==> src/core/wdt_map.svh <==
// Address map, codes, field positions, reset values and counts of the watchdog.
`ifndef WDT_MAP_SVH
`define WDT_MAP_SVH

// ============================================================
// Register addresses in the CPU register space
`define WD_ADDR_CTRL 12'hFF0
`define WD_ADDR_UPPER 12'hFF1
`define WD_ADDR_HIGH 12'hFF2
`define WD_ADDR_LOW 12'hFF3

// ============================================================
// Unlock codes written to the control address
`define WD_UNLOCK_FIRST 8'h55
`define WD_UNLOCK_SECOND 8'hAA

// ============================================================
// Reload register reset values
`define WD_RST_UPPER 8'h00
`define WD_RST_HIGH 8'h04
`define WD_RST_LOW 8'h00

// ============================================================
// Reset status register fields
`define WD_STAT_TIMEOUT_BIT 7
`define WD_STAT_STOP_BIT 6
`define WD_READ_IDLE 8'h00

// ============================================================
// Counter values
`define WD_CNT_ZERO 24'h000000
`define WD_CNT_ONE 24'h000001
`define WD_CNT_NO_REFRESH 24'h000002
`define WD_CNT_MIN_RELOAD 24'h000004
`define WD_CNT_WRAP 24'hFFFFFF

// ============================================================
// Timing
`define WD_OSC_HZ 10000
`define WD_MS_DIVISOR 10
`define WD_SYS_CLK_HZ 40000000

`endif

==> src/core/wdt_pkg.sv <==
// Types shared by the watchdog modules.
`default_nettype none
`include "wdt_map.svh"

package wdt_pkg;

    // One access of the CPU register port.
    typedef struct packed {
        logic wr;
        logic rd;
        logic [11:0] addr;
        logic [7:0] wdata;
    } reg_req_t;

    // Non-volatile option bits.
    typedef struct packed {
        logic always_on_option_bit;
        logic timeout_response_option_bit;
    } option_bits_t;

    // Reload write strobes.
    typedef struct packed {
        logic upper;
        logic high;
        logic low;
    } reload_wr_t;

    typedef enum logic [2:0] {
        LOCK_IDLE = 3'b000,
        LOCK_GOT_FIRST = 3'b001,
        LOCK_WAIT_UPPER = 3'b010,
        LOCK_WAIT_HIGH = 3'b011,
        LOCK_WAIT_LOW = 3'b100
    } lock_state_t;

endpackage : wdt_pkg

`default_nettype wire

==> src/core/wdt_osc_sync.sv <==
// Synchroniser and rising edge detector for the RC oscillator input.
`default_nettype none

module wdt_osc_sync (
    input wire logic sys_clk,
    input wire logic reset,
    input wire logic osc_in,
    output logic tick
);
    logic meta_ff;
    logic sync_ff;
    logic last_ff;
    logic tick_ff;

    // Only sync_ff reads meta_ff; edges are found on the settled copy.
    // The chain resets high, so a pin that is already high at reset
    // release is not taken for a rising edge.
    always_ff @(posedge sys_clk) begin
        if (reset) begin
            meta_ff <= 1'b1;
            sync_ff <= 1'b1;
            last_ff <= 1'b1;
            tick_ff <= 1'b0;
        end else begin
            meta_ff <= osc_in;
            sync_ff <= meta_ff;
            last_ff <= sync_ff;
            tick_ff <= sync_ff & ~last_ff;
        end
    end

    assign tick = tick_ff;

endmodule : wdt_osc_sync

`default_nettype wire

==> src/core/wdt_unlock_fsm.sv <==
// Lock state machine guarding the three reload byte registers.
`default_nettype none

module wdt_unlock_fsm
    import wdt_pkg::*;
(
    input wire logic sys_clk,
    input wire logic reset,
    input wire wdt_pkg::reg_req_t req,
    output wdt_pkg::reload_wr_t reload_wr
);
    lock_state_t state_ff;
    lock_state_t nxt_state;

    always_comb begin
        nxt_state = state_ff;
        reload_wr = '0;
        if (req.wr) begin
            nxt_state = LOCK_IDLE;
            unique case (state_ff)
                LOCK_GOT_FIRST: begin
                    if (req.addr == `WD_ADDR_CTRL &&
                        req.wdata == `WD_UNLOCK_SECOND) begin
                        nxt_state = LOCK_WAIT_UPPER;
                    end
                end
                LOCK_WAIT_UPPER: begin
                    if (req.addr == `WD_ADDR_UPPER) begin
                        reload_wr.upper = 1'b1;
                        nxt_state = LOCK_WAIT_HIGH;
                    end
                end
                LOCK_WAIT_HIGH: begin
                    if (req.addr == `WD_ADDR_HIGH) begin
                        reload_wr.high = 1'b1;
                        nxt_state = LOCK_WAIT_LOW;
                    end
                end
                LOCK_WAIT_LOW: begin
                    if (req.addr == `WD_ADDR_LOW) begin
                        reload_wr.low = 1'b1;
                    end
                end
                LOCK_IDLE: begin
                end
                default: begin
                end
            endcase
            // A fresh first code restarts the sequence from any state.
            if (req.addr == `WD_ADDR_CTRL &&
                req.wdata == `WD_UNLOCK_FIRST) begin
                nxt_state = LOCK_GOT_FIRST;
            end
        end
    end

    always_ff @(posedge sys_clk) begin
        if (reset) begin
            state_ff <= LOCK_IDLE;
        end else begin
            state_ff <= nxt_state;
        end
    end

endmodule : wdt_unlock_fsm

`default_nettype wire

==> src/core/watchdog_timer_24bit.sv <==
// Watchdog timer: 24-bit down counter, reload lock and time-out response.
//
// Behaviour
// - 24-bit reloadable down counter stepped by the dedicated RC oscillator.
// - Reload value is upper, high, low byte, most significant first.
// - Starts on the refresh instruction, or right after reset if always-on.
// - Only on and off; once on, software cannot stop the counter.
// - First enable loads the counter from reload, then counts toward zero.
// - Each refresh instruction reloads the counter; counting then resumes.
// - From count 000002H down to time-out, refreshes are ignored.
// - Time-out in ms is reload value over ten at 10 kHz.
// - Time-out is signalled when the counter reaches 000000H.
// - Response option bit selects interrupt or system reset on time-out.
// - Interrupt response, normal: raise interrupt request, set time-out flag.
// - After interrupt time-out no reload; counter wraps to maximum, counts on.
// - Reading reset status clears time-out flag; software reads it first.
// - Interrupt response in stop: recovery, interrupt, time-out and stop flags.
// - Reset response, normal: force system reset, set time-out flag.
// - Reset response in stop: recovery, set time-out and stop flags.
// - In on-chip debug mode the counter is refreshed continuously.
// - Reload writes only after 55H, AAH, then upper, high, low bytes.
// - Any other write mid-sequence relocks and refuses reload writes.
// - Unlock writes change no control register bits.
// - Control address FF0H is write-only; reads return reset status.
// - Reload byte reads return current count bytes; writes set reload.
`default_nettype none

module watchdog_timer_24bit
    import wdt_pkg::*;
(
    input wire logic sys_clk,
    input wire logic reset,
    input wire logic wdt_osc,
    input wire logic reg_wr,
    input wire logic reg_rd,
    input wire logic [11:0] reg_addr,
    input wire logic [7:0] reg_wdata,
    output logic [7:0] reg_rdata,
    input wire logic watchdog_refresh_instruction,
    input wire logic always_on_option_bit,
    input wire logic timeout_response_option_bit,
    input wire logic stop_mode,
    input wire logic on_chip_debugger,
    output logic wdt_irq_req,
    output logic wdt_sys_reset_req,
    output logic wdt_stop_recovery,
    output logic wdt_enabled,
    output logic [23:0] wdt_count
);

    // ============================================================
    // Bundled inputs

    reg_req_t req;
    option_bits_t opts;
    reload_wr_t reload_wr;
    logic osc_tick;

    assign req.wr = reg_wr;
    assign req.rd = reg_rd;
    assign req.addr = reg_addr;
    assign req.wdata = reg_wdata;

    assign opts.always_on_option_bit = always_on_option_bit;
    assign opts.timeout_response_option_bit = timeout_response_option_bit;

    // ============================================================
    // Oscillator crossing

    // The oscillator is far slower than sys_clk, so each of its rising
    // edges becomes exactly one tick.
    // An edge that coincides with reset release may be missed, which
    // costs at most one oscillator period of the first time-out.
    wdt_osc_sync u_osc_sync (
        .sys_clk(sys_clk),
        .reset(reset),
        .osc_in(wdt_osc),
        .tick(osc_tick)
    );

    // ============================================================
    // Reload lock

    wdt_unlock_fsm u_unlock (
        .sys_clk(sys_clk),
        .reset(reset),
        .req(req),
        .reload_wr(reload_wr)
    );

    // ============================================================
    // Reload registers

    logic [7:0] reload_upper_byte_ff;
    logic [7:0] reload_high_byte_ff;
    logic [7:0] reload_low_byte_ff;
    logic [23:0] reload_value;

    always_ff @(posedge sys_clk) begin
        if (reset) begin
            reload_upper_byte_ff <= `WD_RST_UPPER;
            reload_high_byte_ff <= `WD_RST_HIGH;
            reload_low_byte_ff <= `WD_RST_LOW;
        end else begin
            if (reload_wr.upper) begin
                reload_upper_byte_ff <= reg_wdata;
            end
            if (reload_wr.high) begin
                reload_high_byte_ff <= reg_wdata;
            end
            if (reload_wr.low) begin
                reload_low_byte_ff <= reg_wdata;
            end
        end
    end

    assign reload_value = {reload_upper_byte_ff, reload_high_byte_ff,
                           reload_low_byte_ff};

    // ============================================================
    // Enable

    logic after_reset_ff;
    logic enabled_ff;
    logic start_now;

    // Marks the first cycle after reset release, when the option is read.
    always_ff @(posedge sys_clk) begin
        if (reset) begin
            after_reset_ff <= 1'b1;
        end else begin
            after_reset_ff <= 1'b0;
        end
    end

    // The always-on option acts only in the first cycle after reset;
    // later only the refresh instruction can start the counter.
    assign start_now = ~enabled_ff &
                       (watchdog_refresh_instruction |
                        (after_reset_ff &
                         opts.always_on_option_bit));

    // No path clears the enable short of a reset.
    always_ff @(posedge sys_clk) begin
        if (reset) begin
            enabled_ff <= 1'b0;
        end else if (start_now) begin
            enabled_ff <= 1'b1;
        end
    end

    // ============================================================
    // Down counter

    logic [23:0] count_ff;
    logic [23:0] nxt_count;
    logic refresh_ok;
    logic reload_now;
    logic timeout_now;
    logic cpu_refresh;
    logic debug_refresh;

    // Near the end a refresh would race the time-out, so it is refused.
    assign refresh_ok = count_ff > `WD_CNT_NO_REFRESH;

    // The debugger holds the counter at its reload value every cycle.
    assign debug_refresh = enabled_ff & on_chip_debugger;
    assign cpu_refresh = enabled_ff & watchdog_refresh_instruction &
                         refresh_ok;

    // A reload wins over an oscillator tick in the same cycle.
    assign reload_now = start_now | debug_refresh | cpu_refresh;

    always_comb begin
        nxt_count = count_ff;
        timeout_now = 1'b0;
        if (reload_now) begin
            nxt_count = reload_value;
        end else if (enabled_ff && osc_tick) begin
            // Nothing reloads after a time-out, so the counter wraps and
            // runs on until software refreshes it.
            if (count_ff == `WD_CNT_ZERO) begin
                nxt_count = `WD_CNT_WRAP;
            end else begin
                // One step per oscillator period gives value/10 ms.
                nxt_count = count_ff - `WD_CNT_ONE;
            end
            if (count_ff == `WD_CNT_ONE) begin
                timeout_now = 1'b1;
            end
        end
    end

    always_ff @(posedge sys_clk) begin
        if (reset) begin
            count_ff <= `WD_CNT_ZERO;
        end else begin
            count_ff <= nxt_count;
        end
    end

    // ============================================================
    // Time-out response

    logic irq_req_ff;
    logic sys_reset_req_ff;
    logic stop_recovery_ff;
    logic reset_response;

    // The option bit is non-volatile, so it is read straight each cycle.
    assign reset_response = opts.timeout_response_option_bit;

    // The interrupt is raised in stop mode as well, beside the recovery.
    always_ff @(posedge sys_clk) begin
        if (reset) begin
            irq_req_ff <= 1'b0;
        end else begin
            irq_req_ff <= timeout_now & ~reset_response;
        end
    end

    // In stop mode the recovery takes the place of the system reset.
    always_ff @(posedge sys_clk) begin
        if (reset) begin
            sys_reset_req_ff <= 1'b0;
        end else begin
            sys_reset_req_ff <= timeout_now & ~stop_mode &
                                reset_response;
        end
    end

    always_ff @(posedge sys_clk) begin
        if (reset) begin
            stop_recovery_ff <= 1'b0;
        end else begin
            stop_recovery_ff <= timeout_now & stop_mode;
        end
    end

    // ============================================================
    // Reset status flags

    logic timeout_flag_ff;
    logic stop_flag_ff;
    logic status_read;

    assign status_read = req.rd && req.addr == `WD_ADDR_CTRL;

    // A time-out in the same cycle as the clearing read wins, so no
    // time-out can slip past a read that races it.
    // The flags are cleared by reset as well: a watchdog-caused system
    // reset loses them unless the reset logic outside keeps a copy.
    always_ff @(posedge sys_clk) begin
        if (reset) begin
            timeout_flag_ff <= 1'b0;
        end else if (timeout_now) begin
            timeout_flag_ff <= 1'b1;
        end else if (status_read) begin
            timeout_flag_ff <= 1'b0;
        end
    end

    always_ff @(posedge sys_clk) begin
        if (reset) begin
            stop_flag_ff <= 1'b0;
        end else if (timeout_now && stop_mode) begin
            stop_flag_ff <= 1'b1;
        end else if (status_read) begin
            stop_flag_ff <= 1'b0;
        end
    end

    // ============================================================
    // Read port

    // Unlock writes to the control address touch nothing here; the only
    // state behind that address is the read-only reset status.
    // The count bytes are read one at a time, so a tick between two reads
    // can tear a multi-byte value; software should read twice and compare.
    // Read data holds its last value between reads.
    logic [7:0] rdata_ff;
    logic [7:0] nxt_rdata;
    logic [7:0] status_byte;

    // Bits other than the two flags read as zero.
    always_comb begin
        status_byte = `WD_READ_IDLE;
        status_byte[`WD_STAT_TIMEOUT_BIT] = timeout_flag_ff;
        status_byte[`WD_STAT_STOP_BIT] = stop_flag_ff;
    end

    always_comb begin
        nxt_rdata = rdata_ff;
        if (req.rd) begin
            unique case (req.addr)
                `WD_ADDR_CTRL: begin
                    nxt_rdata = status_byte;
                end
                `WD_ADDR_UPPER: begin
                    nxt_rdata = count_ff[23:16];
                end
                `WD_ADDR_HIGH: begin
                    nxt_rdata = count_ff[15:8];
                end
                `WD_ADDR_LOW: begin
                    nxt_rdata = count_ff[7:0];
                end
                default: begin
                    nxt_rdata = `WD_READ_IDLE;
                end
            endcase
        end
    end

    always_ff @(posedge sys_clk) begin
        if (reset) begin
            rdata_ff <= `WD_READ_IDLE;
        end else begin
            rdata_ff <= nxt_rdata;
        end
    end

    // ============================================================
    // Outputs

    assign reg_rdata = rdata_ff;
    assign wdt_irq_req = irq_req_ff;
    assign wdt_sys_reset_req = sys_reset_req_ff;
    assign wdt_stop_recovery = stop_recovery_ff;
    assign wdt_enabled = enabled_ff;
    assign wdt_count = count_ff;

endmodule : watchdog_timer_24bit

`default_nettype wire

==> config.mk <==
export PLATFORM = sky130hd
export DESIGN_NAME = watchdog_timer_24bit
export DESIGN_NICKNAME = d
export VERILOG_FILES = /design/src/core/wdt_pkg.sv /design/src/core/wdt_osc_sync.sv /design/src/core/wdt_unlock_fsm.sv /design/src/core/watchdog_timer_24bit.sv
export VERILOG_INCLUDE_DIRS = /design/src /design/src/core
export SDC_FILE = /design/constraint.sdc
export NUM_CORES = 1
export LEC_CHECK = 0
export ABC_AREA = 1
export BUFFER_PORTS_ARGS = -buffer_cell sky130_fd_sc_hd__buf_4
export CAP_MARGIN = 15
export CORE_ASPECT_RATIO = 1.75
export CORE_MARGIN = 2
export CORE_UTILIZATION = 29
export DETAILED_ROUTE_END_ITERATION = 10
export PLACE_DENSITY = 0.52
export SLEW_MARGIN = 20
export SYNTH_ARGS = -nofsm -noshare
export SYNTH_HDL_FRONTEND = slang
export SYNTH_SLANG_ARGS = --single-unit
==> constraint.sdc <==
create_clock -name sys_clk -period 3.8 [get_ports sys_clk]
set_clock_uncertainty 0.2 [all_clocks]
set_input_delay 0.57 -clock sys_clk [delete_from_list [all_inputs] [get_ports sys_clk]]
set_output_delay 0.57 -clock sys_clk [all_outputs]
set_load 0.05 [all_outputs]
Word level (Yosys, flattened, before mapping):

Index checks and enable logic that the tools add are counted.

* logic and storage cells: 79
* output and inout bits: 36
* input bits: 30
* bits in registers: 70

* multiplexer cells: 23
* bitwise operators: 17
* order comparisons: 1
* reduce and logical (&&, ||, !) cells: 9
* eq/ne operators: 11
* $add $sub $neg: 1

Operators with widths (number)
* $mux 24: 3
* $eq 12x12->1 const B: 4
* $pmux 8 s4: 1
* $eq 24x1->1 const B: 1
* $gt 24x2->1 const B: 1
* $logic_not 24->1: 1
* $sub 24x1->24 const B: 1
* $mux 1: 13
* $and 1x1->1: 10
* $mux 3: 3
* $pmux 3 s3: 1
* $eq 8x7->1 const B: 1
* $eq 8x8->1 const B: 1
* $eq 3x2->1 const B: 2
* $reduce_bool 2->1: 3
* $logic_and 1x1->1: 5
* $mux 2: 2
* $not 1->1: 4
* $eq 3x1->1 const B: 1
* $eq 3x3->1 const B: 1
* $or 1x1->1: 3

Depth between registers and ports, before layout:

* depth in word-level cells: 8
* depth in mapped cells: 14
* mapped depth without buffers: 14

Modules after synthesis:

Synthesis repeated with hierarchy kept, for this count alone.

* cells, all modules: 669
* area total of the unflattened synthesis: 4180.3 sq um

Modules (own cells, without submodules)
* watchdog_timer_24bit: cells an instance 599, instances 1, area an instance 3727.3 sq um, sequential area each 1261.2 sq um
* wdt_unlock_fsm: cells an instance 60, instances 1, area an instance 345.3 sq um, sequential area each 60.1 sq um
* wdt_osc_sync: cells an instance 10, instances 1, area an instance 107.6 sq um, sequential area each 80.1 sq um

Worst setup path after synthesis:

OpenSTA, ideal clock, no wires.

* kind: register to register
* start point: register count_ff[0] (netlist: wdt_count[0])
* end point: register count_ff[16] (netlist: wdt_count[16])
* stages on the path, launching flop included: 13
* library setup time: 70 ps
* path buffers: 1
* data required time: 3530 ps
* clock period less this slack: 2185 ps
* path slack: 1615 ps
* data arrival time: 1915 ps
* cell sequence: dfxtp_1 inv_1 ha_1 inv_1 nand2_1 nand2_1 nor2_2 nand3_4 nand2_8 nand3_4 buf_2 o21ai_1 a21oi_1

* word-level cells in the longest chain between the ends: 4
* elaborated cells between the ends (all ways): 9
* those cells by class: 1 x add/sub; 1 x order compare; 3 x mux; 2 x bitwise; 2 x reduce/logical

RTL lines
* from (decl): RTL line watchdog_timer_24bit.sv:155 `logic [23:0] count_ff;`
* from (signal assigned): RTL line watchdog_timer_24bit.sv:196 `` count_ff <= `WD_CNT_ZERO; ``
* from (signal assigned): RTL line watchdog_timer_24bit.sv:198 `count_ff <= nxt_count;`
* $sub 24x1->24 (no source line) (tied with other cells)
* $mux 24 or $and 1x1->1 (tied branches): RTL line watchdog_timer_24bit.sv:182, watchdog_timer_24bit.sv:168
* $mux 24 or $or 1x1->1 (tied branches): RTL line watchdog_timer_24bit.sv:179, watchdog_timer_24bit.sv:172
* $mux 24 or $reduce_bool 2->1 (tied branches)

Parallel ways exist; a longest one is shown, timed or not. The select of a mux whose other input is x is not followed.
A chain may end at the register's enable or synchronous reset.

Worst setup path after layout:

* start point: register count_ff[16] (netlist: wdt_count[16])
* end point: register count_ff[11] (netlist: wdt_count[11])

* word-level cells in the longest chain between the ends: 4
* elaborated cells between the ends (all ways): 8
* those cells by class: 1 x order compare; 3 x mux; 2 x bitwise; 2 x reduce/logical

RTL lines (RTL line)
* $gt 24x2->1 (no source line) or $logic_not 24->1 (tied branches)
* $and 1x1->1 or $mux 24 (tied branches): watchdog_timer_24bit.sv:168, watchdog_timer_24bit.sv:182
* $or 1x1->1 or $mux 24 (tied branches): watchdog_timer_24bit.sv:172, watchdog_timer_24bit.sv:179
* $mux 24 or $reduce_bool 2->1 (tied branches)

Parallel ways exist; a longest one is shown, timed or not. The select of a mux whose other input is x is not followed.

==> reports/results.md <==
• **Clock H-tree levels** 3
• **via count** 4,047
• **number of input and output port buffers inserted** 65
• **cell repeated most along the worst path** sky130_fd_sc_hd__nor2_1
• **part of the total power dissipated in the clock network** 0.409
• **Inserted Diodes** 0
• **number of buffers inserted during clock tree synthesis** 9
• **synth warn** 0
• **Max Transition Viols Final** 0
• **cell count after synthesis** 589
• **setup_tns** 0 ps
• **largest area contributor in the netlist** sky130_fd_sc_hd__dfxtp_1
• **highest clock frequency the design can meet** 0.435 GHz
• **via count of the first global-routing pass** 3,936
• **crit path capture type** flop
• **floorplan die height** 158 um
• **standard-cell rows** 56
• **Crit Reg-Reg Startpoint** wdt_count[16]
• **DP Wirelength** 9770 um
• **instance count after placement with tap cells included** 811
• **hold wc startpoint** timeout_response_option_bit
• **count of max-cap constraint violations** 0
• **number of clock sinks** 70
• **final number of setup-violating endpoints** 0
• **area delta synth->final** 23.3%
• **cell with the most instances after synthesis** sky130_fd_sc_hd__nand2_1
• **number of vias per cell** 4.89
• **Crit Path Class** flop to flop
• **share of post-route cells with drive strength above 1** 0.173
• **arrival time of the worst setup path** 2330 ps
• **flip-flop and latch count after synthesis** 70
• **number of remaining DRC errors** 0
• **area used by multi-input combinational logic** 2130 um2
• **Synth Area per Inst** 6.66 um2
• **number of buffers added for setup after CTS** 0
• **fill cell count** 1,511
• **Syn Nets** 622
• **library cells used by synthesis** 35
• **grt ovf** 0
• **drt pass-1 iters** 5
• **relative contribution of combinational cells to total power** 0.212
• **cell area after synthesis** 3920 um2
• **maximum fanout encountered on the critical timing path** 36
• **Resized Gates After CTS** 0
• **register area share after synthesis** 0.357
• **category of the worst setup path launch point** flop
• **pin count of the biggest net entering global routing** 37
• **quantity of hold-fixing buffers added after cts** 0
• **sequential cell area in the final layout** 1400 um2
• **internal power** 1.40 mW
• **Routability Congestion** 0.946
• **Pwr Density** 432 nW/um2
• **share of the clock period used by the worst path after layout** 0.604
• **effective utilization at floorplan** 0.295
• **gr usage total** 0.176
• **leading post-synthesis cells by cell area** sky130_fd_sc_hd__dfxtp_1 36%, sky130_fd_sc_hd__nand2_1 12%, sky130_fd_sc_hd__nor2_1 7.2%, sky130_fd_sc_hd__inv_1 6.9%, sky130_fd_sc_hd__nand4_1 5.1%
• **status** complete, no violations
• **initial antenna violation count** 0
• **standard cell with the maximum stage delay on the critical path** sky130_fd_sc_hd__dfxtp_1
• **final hold violations** 0
• **Leakage Power** 2.11 nW
• **standard cell area after detailed placement** 4540 um2
• **Switching Power** 0.689 mW
• **source-to-sink clock delay at the later pin of the worst-skew pair** 340 ps
• **Primary FF master, synth** sky130_fd_sc_hd__dfxtp_1
• **total non-filler cell area in the finished layout** 4840 um2
• **iteration-0 DRC count of the detailed router** 270
• **global-route wire length before repair** 19,800 um
• **final routed wire length divided by cell count** 15.2 um
• **wire length reported by the detailed router** 12,600 um
• **critical-path cell list** nor2_1 > nand2_1 > nor2_4 > nand3_4 > nand2_8 > nand2_8 > nor2_4 > nand2_2 > nor2_1 > nor2_1
• **Cell Count, Final, Fillers Out** 827
• **maximum number of buffers from clock root to sink** 2
• **nets@finish** 681
• **FFs w/ async S/R, synth** 0
• **num ports** 66
• **largest stage delay on the critical path** 390 ps
• **Die ar.** 14,500 um2
• **buffer type at the clock tree root** sky130_fd_sc_hd__clkbuf_16
• **proportion of total power due to net switching** 0.329
• **leading cell types by count after synthesis** 130 x sky130_fd_sc_hd__nand2_1, 75 x sky130_fd_sc_hd__nor2_1, 72 x sky130_fd_sc_hd__inv_1
• **clock transition at the register clock pins on the worst setup and hold paths after CTS** 60 ps
• **area share of the largest cell type after synthesis** 0.357
• **setup repair after global routing missed its margin** false
• **min cycle time layout** 2300 ps
• **type of the most critical hold path** input port to flop
• **data required time at the worst endpoint** 3840 ps
• **number of enable-type register cells in the synthesized netlist** 0
• **sequential power share** 0.380
• **transition at the pin with the smallest max-transition slack** 916 ps
• **width of the die** 91.9 um
• **launching instance or port of the critical path** wdt_count[16]
• **standard cell core area** 13,300 um2
• **peak supply drop** 0.200 mV
• **CTS tree** yes
• **remaining max-slew budget at the tightest pin** 0.388
• **remaining antenna violation count after routing** 0
[flip-flops by register name, indices dropped and copies added, names as in the netlist, 3 cells and up]
signal	flops
reload_high_byte_ff	8
u_unlock.state_ff	3
reg_rdata	8
reload_upper_byte_ff	8
reload_low_byte_ff	8
wdt_count	24
[critical path, delay by kind of cell (launching register included)]
| kind | cells | cell delay, ps |
|---|---|---|
| simple gates | 10 | 1600 |
| flops | 1 | 390 |
[layout by cell type, fill, tap and decap left out, types with 12 or more instances in the layout]
cell type                 netlist  layout
sky130_fd_sc_hd__nand4_1       32      32
sky130_fd_sc_hd__nand2_1      130     130
sky130_fd_sc_hd__nor2_1        75      75
sky130_fd_sc_hd__xor2_1        12      12
sky130_fd_sc_hd__a21oi_1       38      38
sky130_fd_sc_hd__inv_1         72      72
sky130_fd_sc_hd__buf_4          1      67
sky130_fd_sc_hd__o21ai_0       35      35
sky130_fd_sc_hd__dfxtp_1       70      70
sky130_fd_sc_hd__nor3_1        12      12
sky130_fd_sc_hd__nand3_1       34      34
[final timing paths]
kind	end	slack, ps	cells after the start
worst max register to register	wdt_count[11]	1500	10
worst max-delay path	wdt_count[11]	1500	10
worst min register to register	u_osc_sync.tick	190	1
worst min-delay path	wdt_irq_req	190	2
[kinds of logic after synthesis]
kind of cell / share of synthesized area
and+or+nand+nor: 0.381
buffers and inverters: 0.0989
AOI/OAI and AO/OA: 0.125
DFF: 0.357
xor gates and xnor gates: 0.0290
adders and majority gates: 0.00957
[metrics by stage]
stage                     power, mW  worst slack, ps  hold slack [ps]   util
after floorplan                1.11             1610              174      -
after global placement         1.25             1400              178  0.341
after detailed placement       1.25             1320              188  0.341
after CTS                      2.11             1480              179  0.364
after global routing           2.19             1310              189  0.364
final                          2.09             1500              188  0.364
[layout make-up]
cell class	instances	share of cell area
inverter	76	0.0589
multi-input combinational	424	0.441
timing repair buffer	67	0.104
tap	174	0.0450
sequential	70	0.290
clock buffer	10	0.0473
clock inverter	6	0.0142
[routing by layer]
layer  up-vias  share of wire  GRT usage
met1      1842           0.40      0.194
met5         -              0          0
met2       123           0.52      0.320
met3        37          0.040     0.0281
met4         0          0.043     0.0959
li1       2045              -          -
[power groups by stage]
| stage | sequential, mW | combinational, mW | clock, mW |
|---|---|---|---|
| 6_report | 0.794 | 0.443 | 0.855 |
| 5_1_grt | 0.797 | 0.478 | 0.910 |
| 4_1_cts | 0.795 | 0.441 | 0.876 |
| 3_5_place_dp | 0.811 | 0.439 | 0 |
| 3_3_place_gp | 0.811 | 0.439 | 0 |
| 2_1_floorplan | 0.863 | 0.246 | 0 |
(Power assumes the default switching activity.)
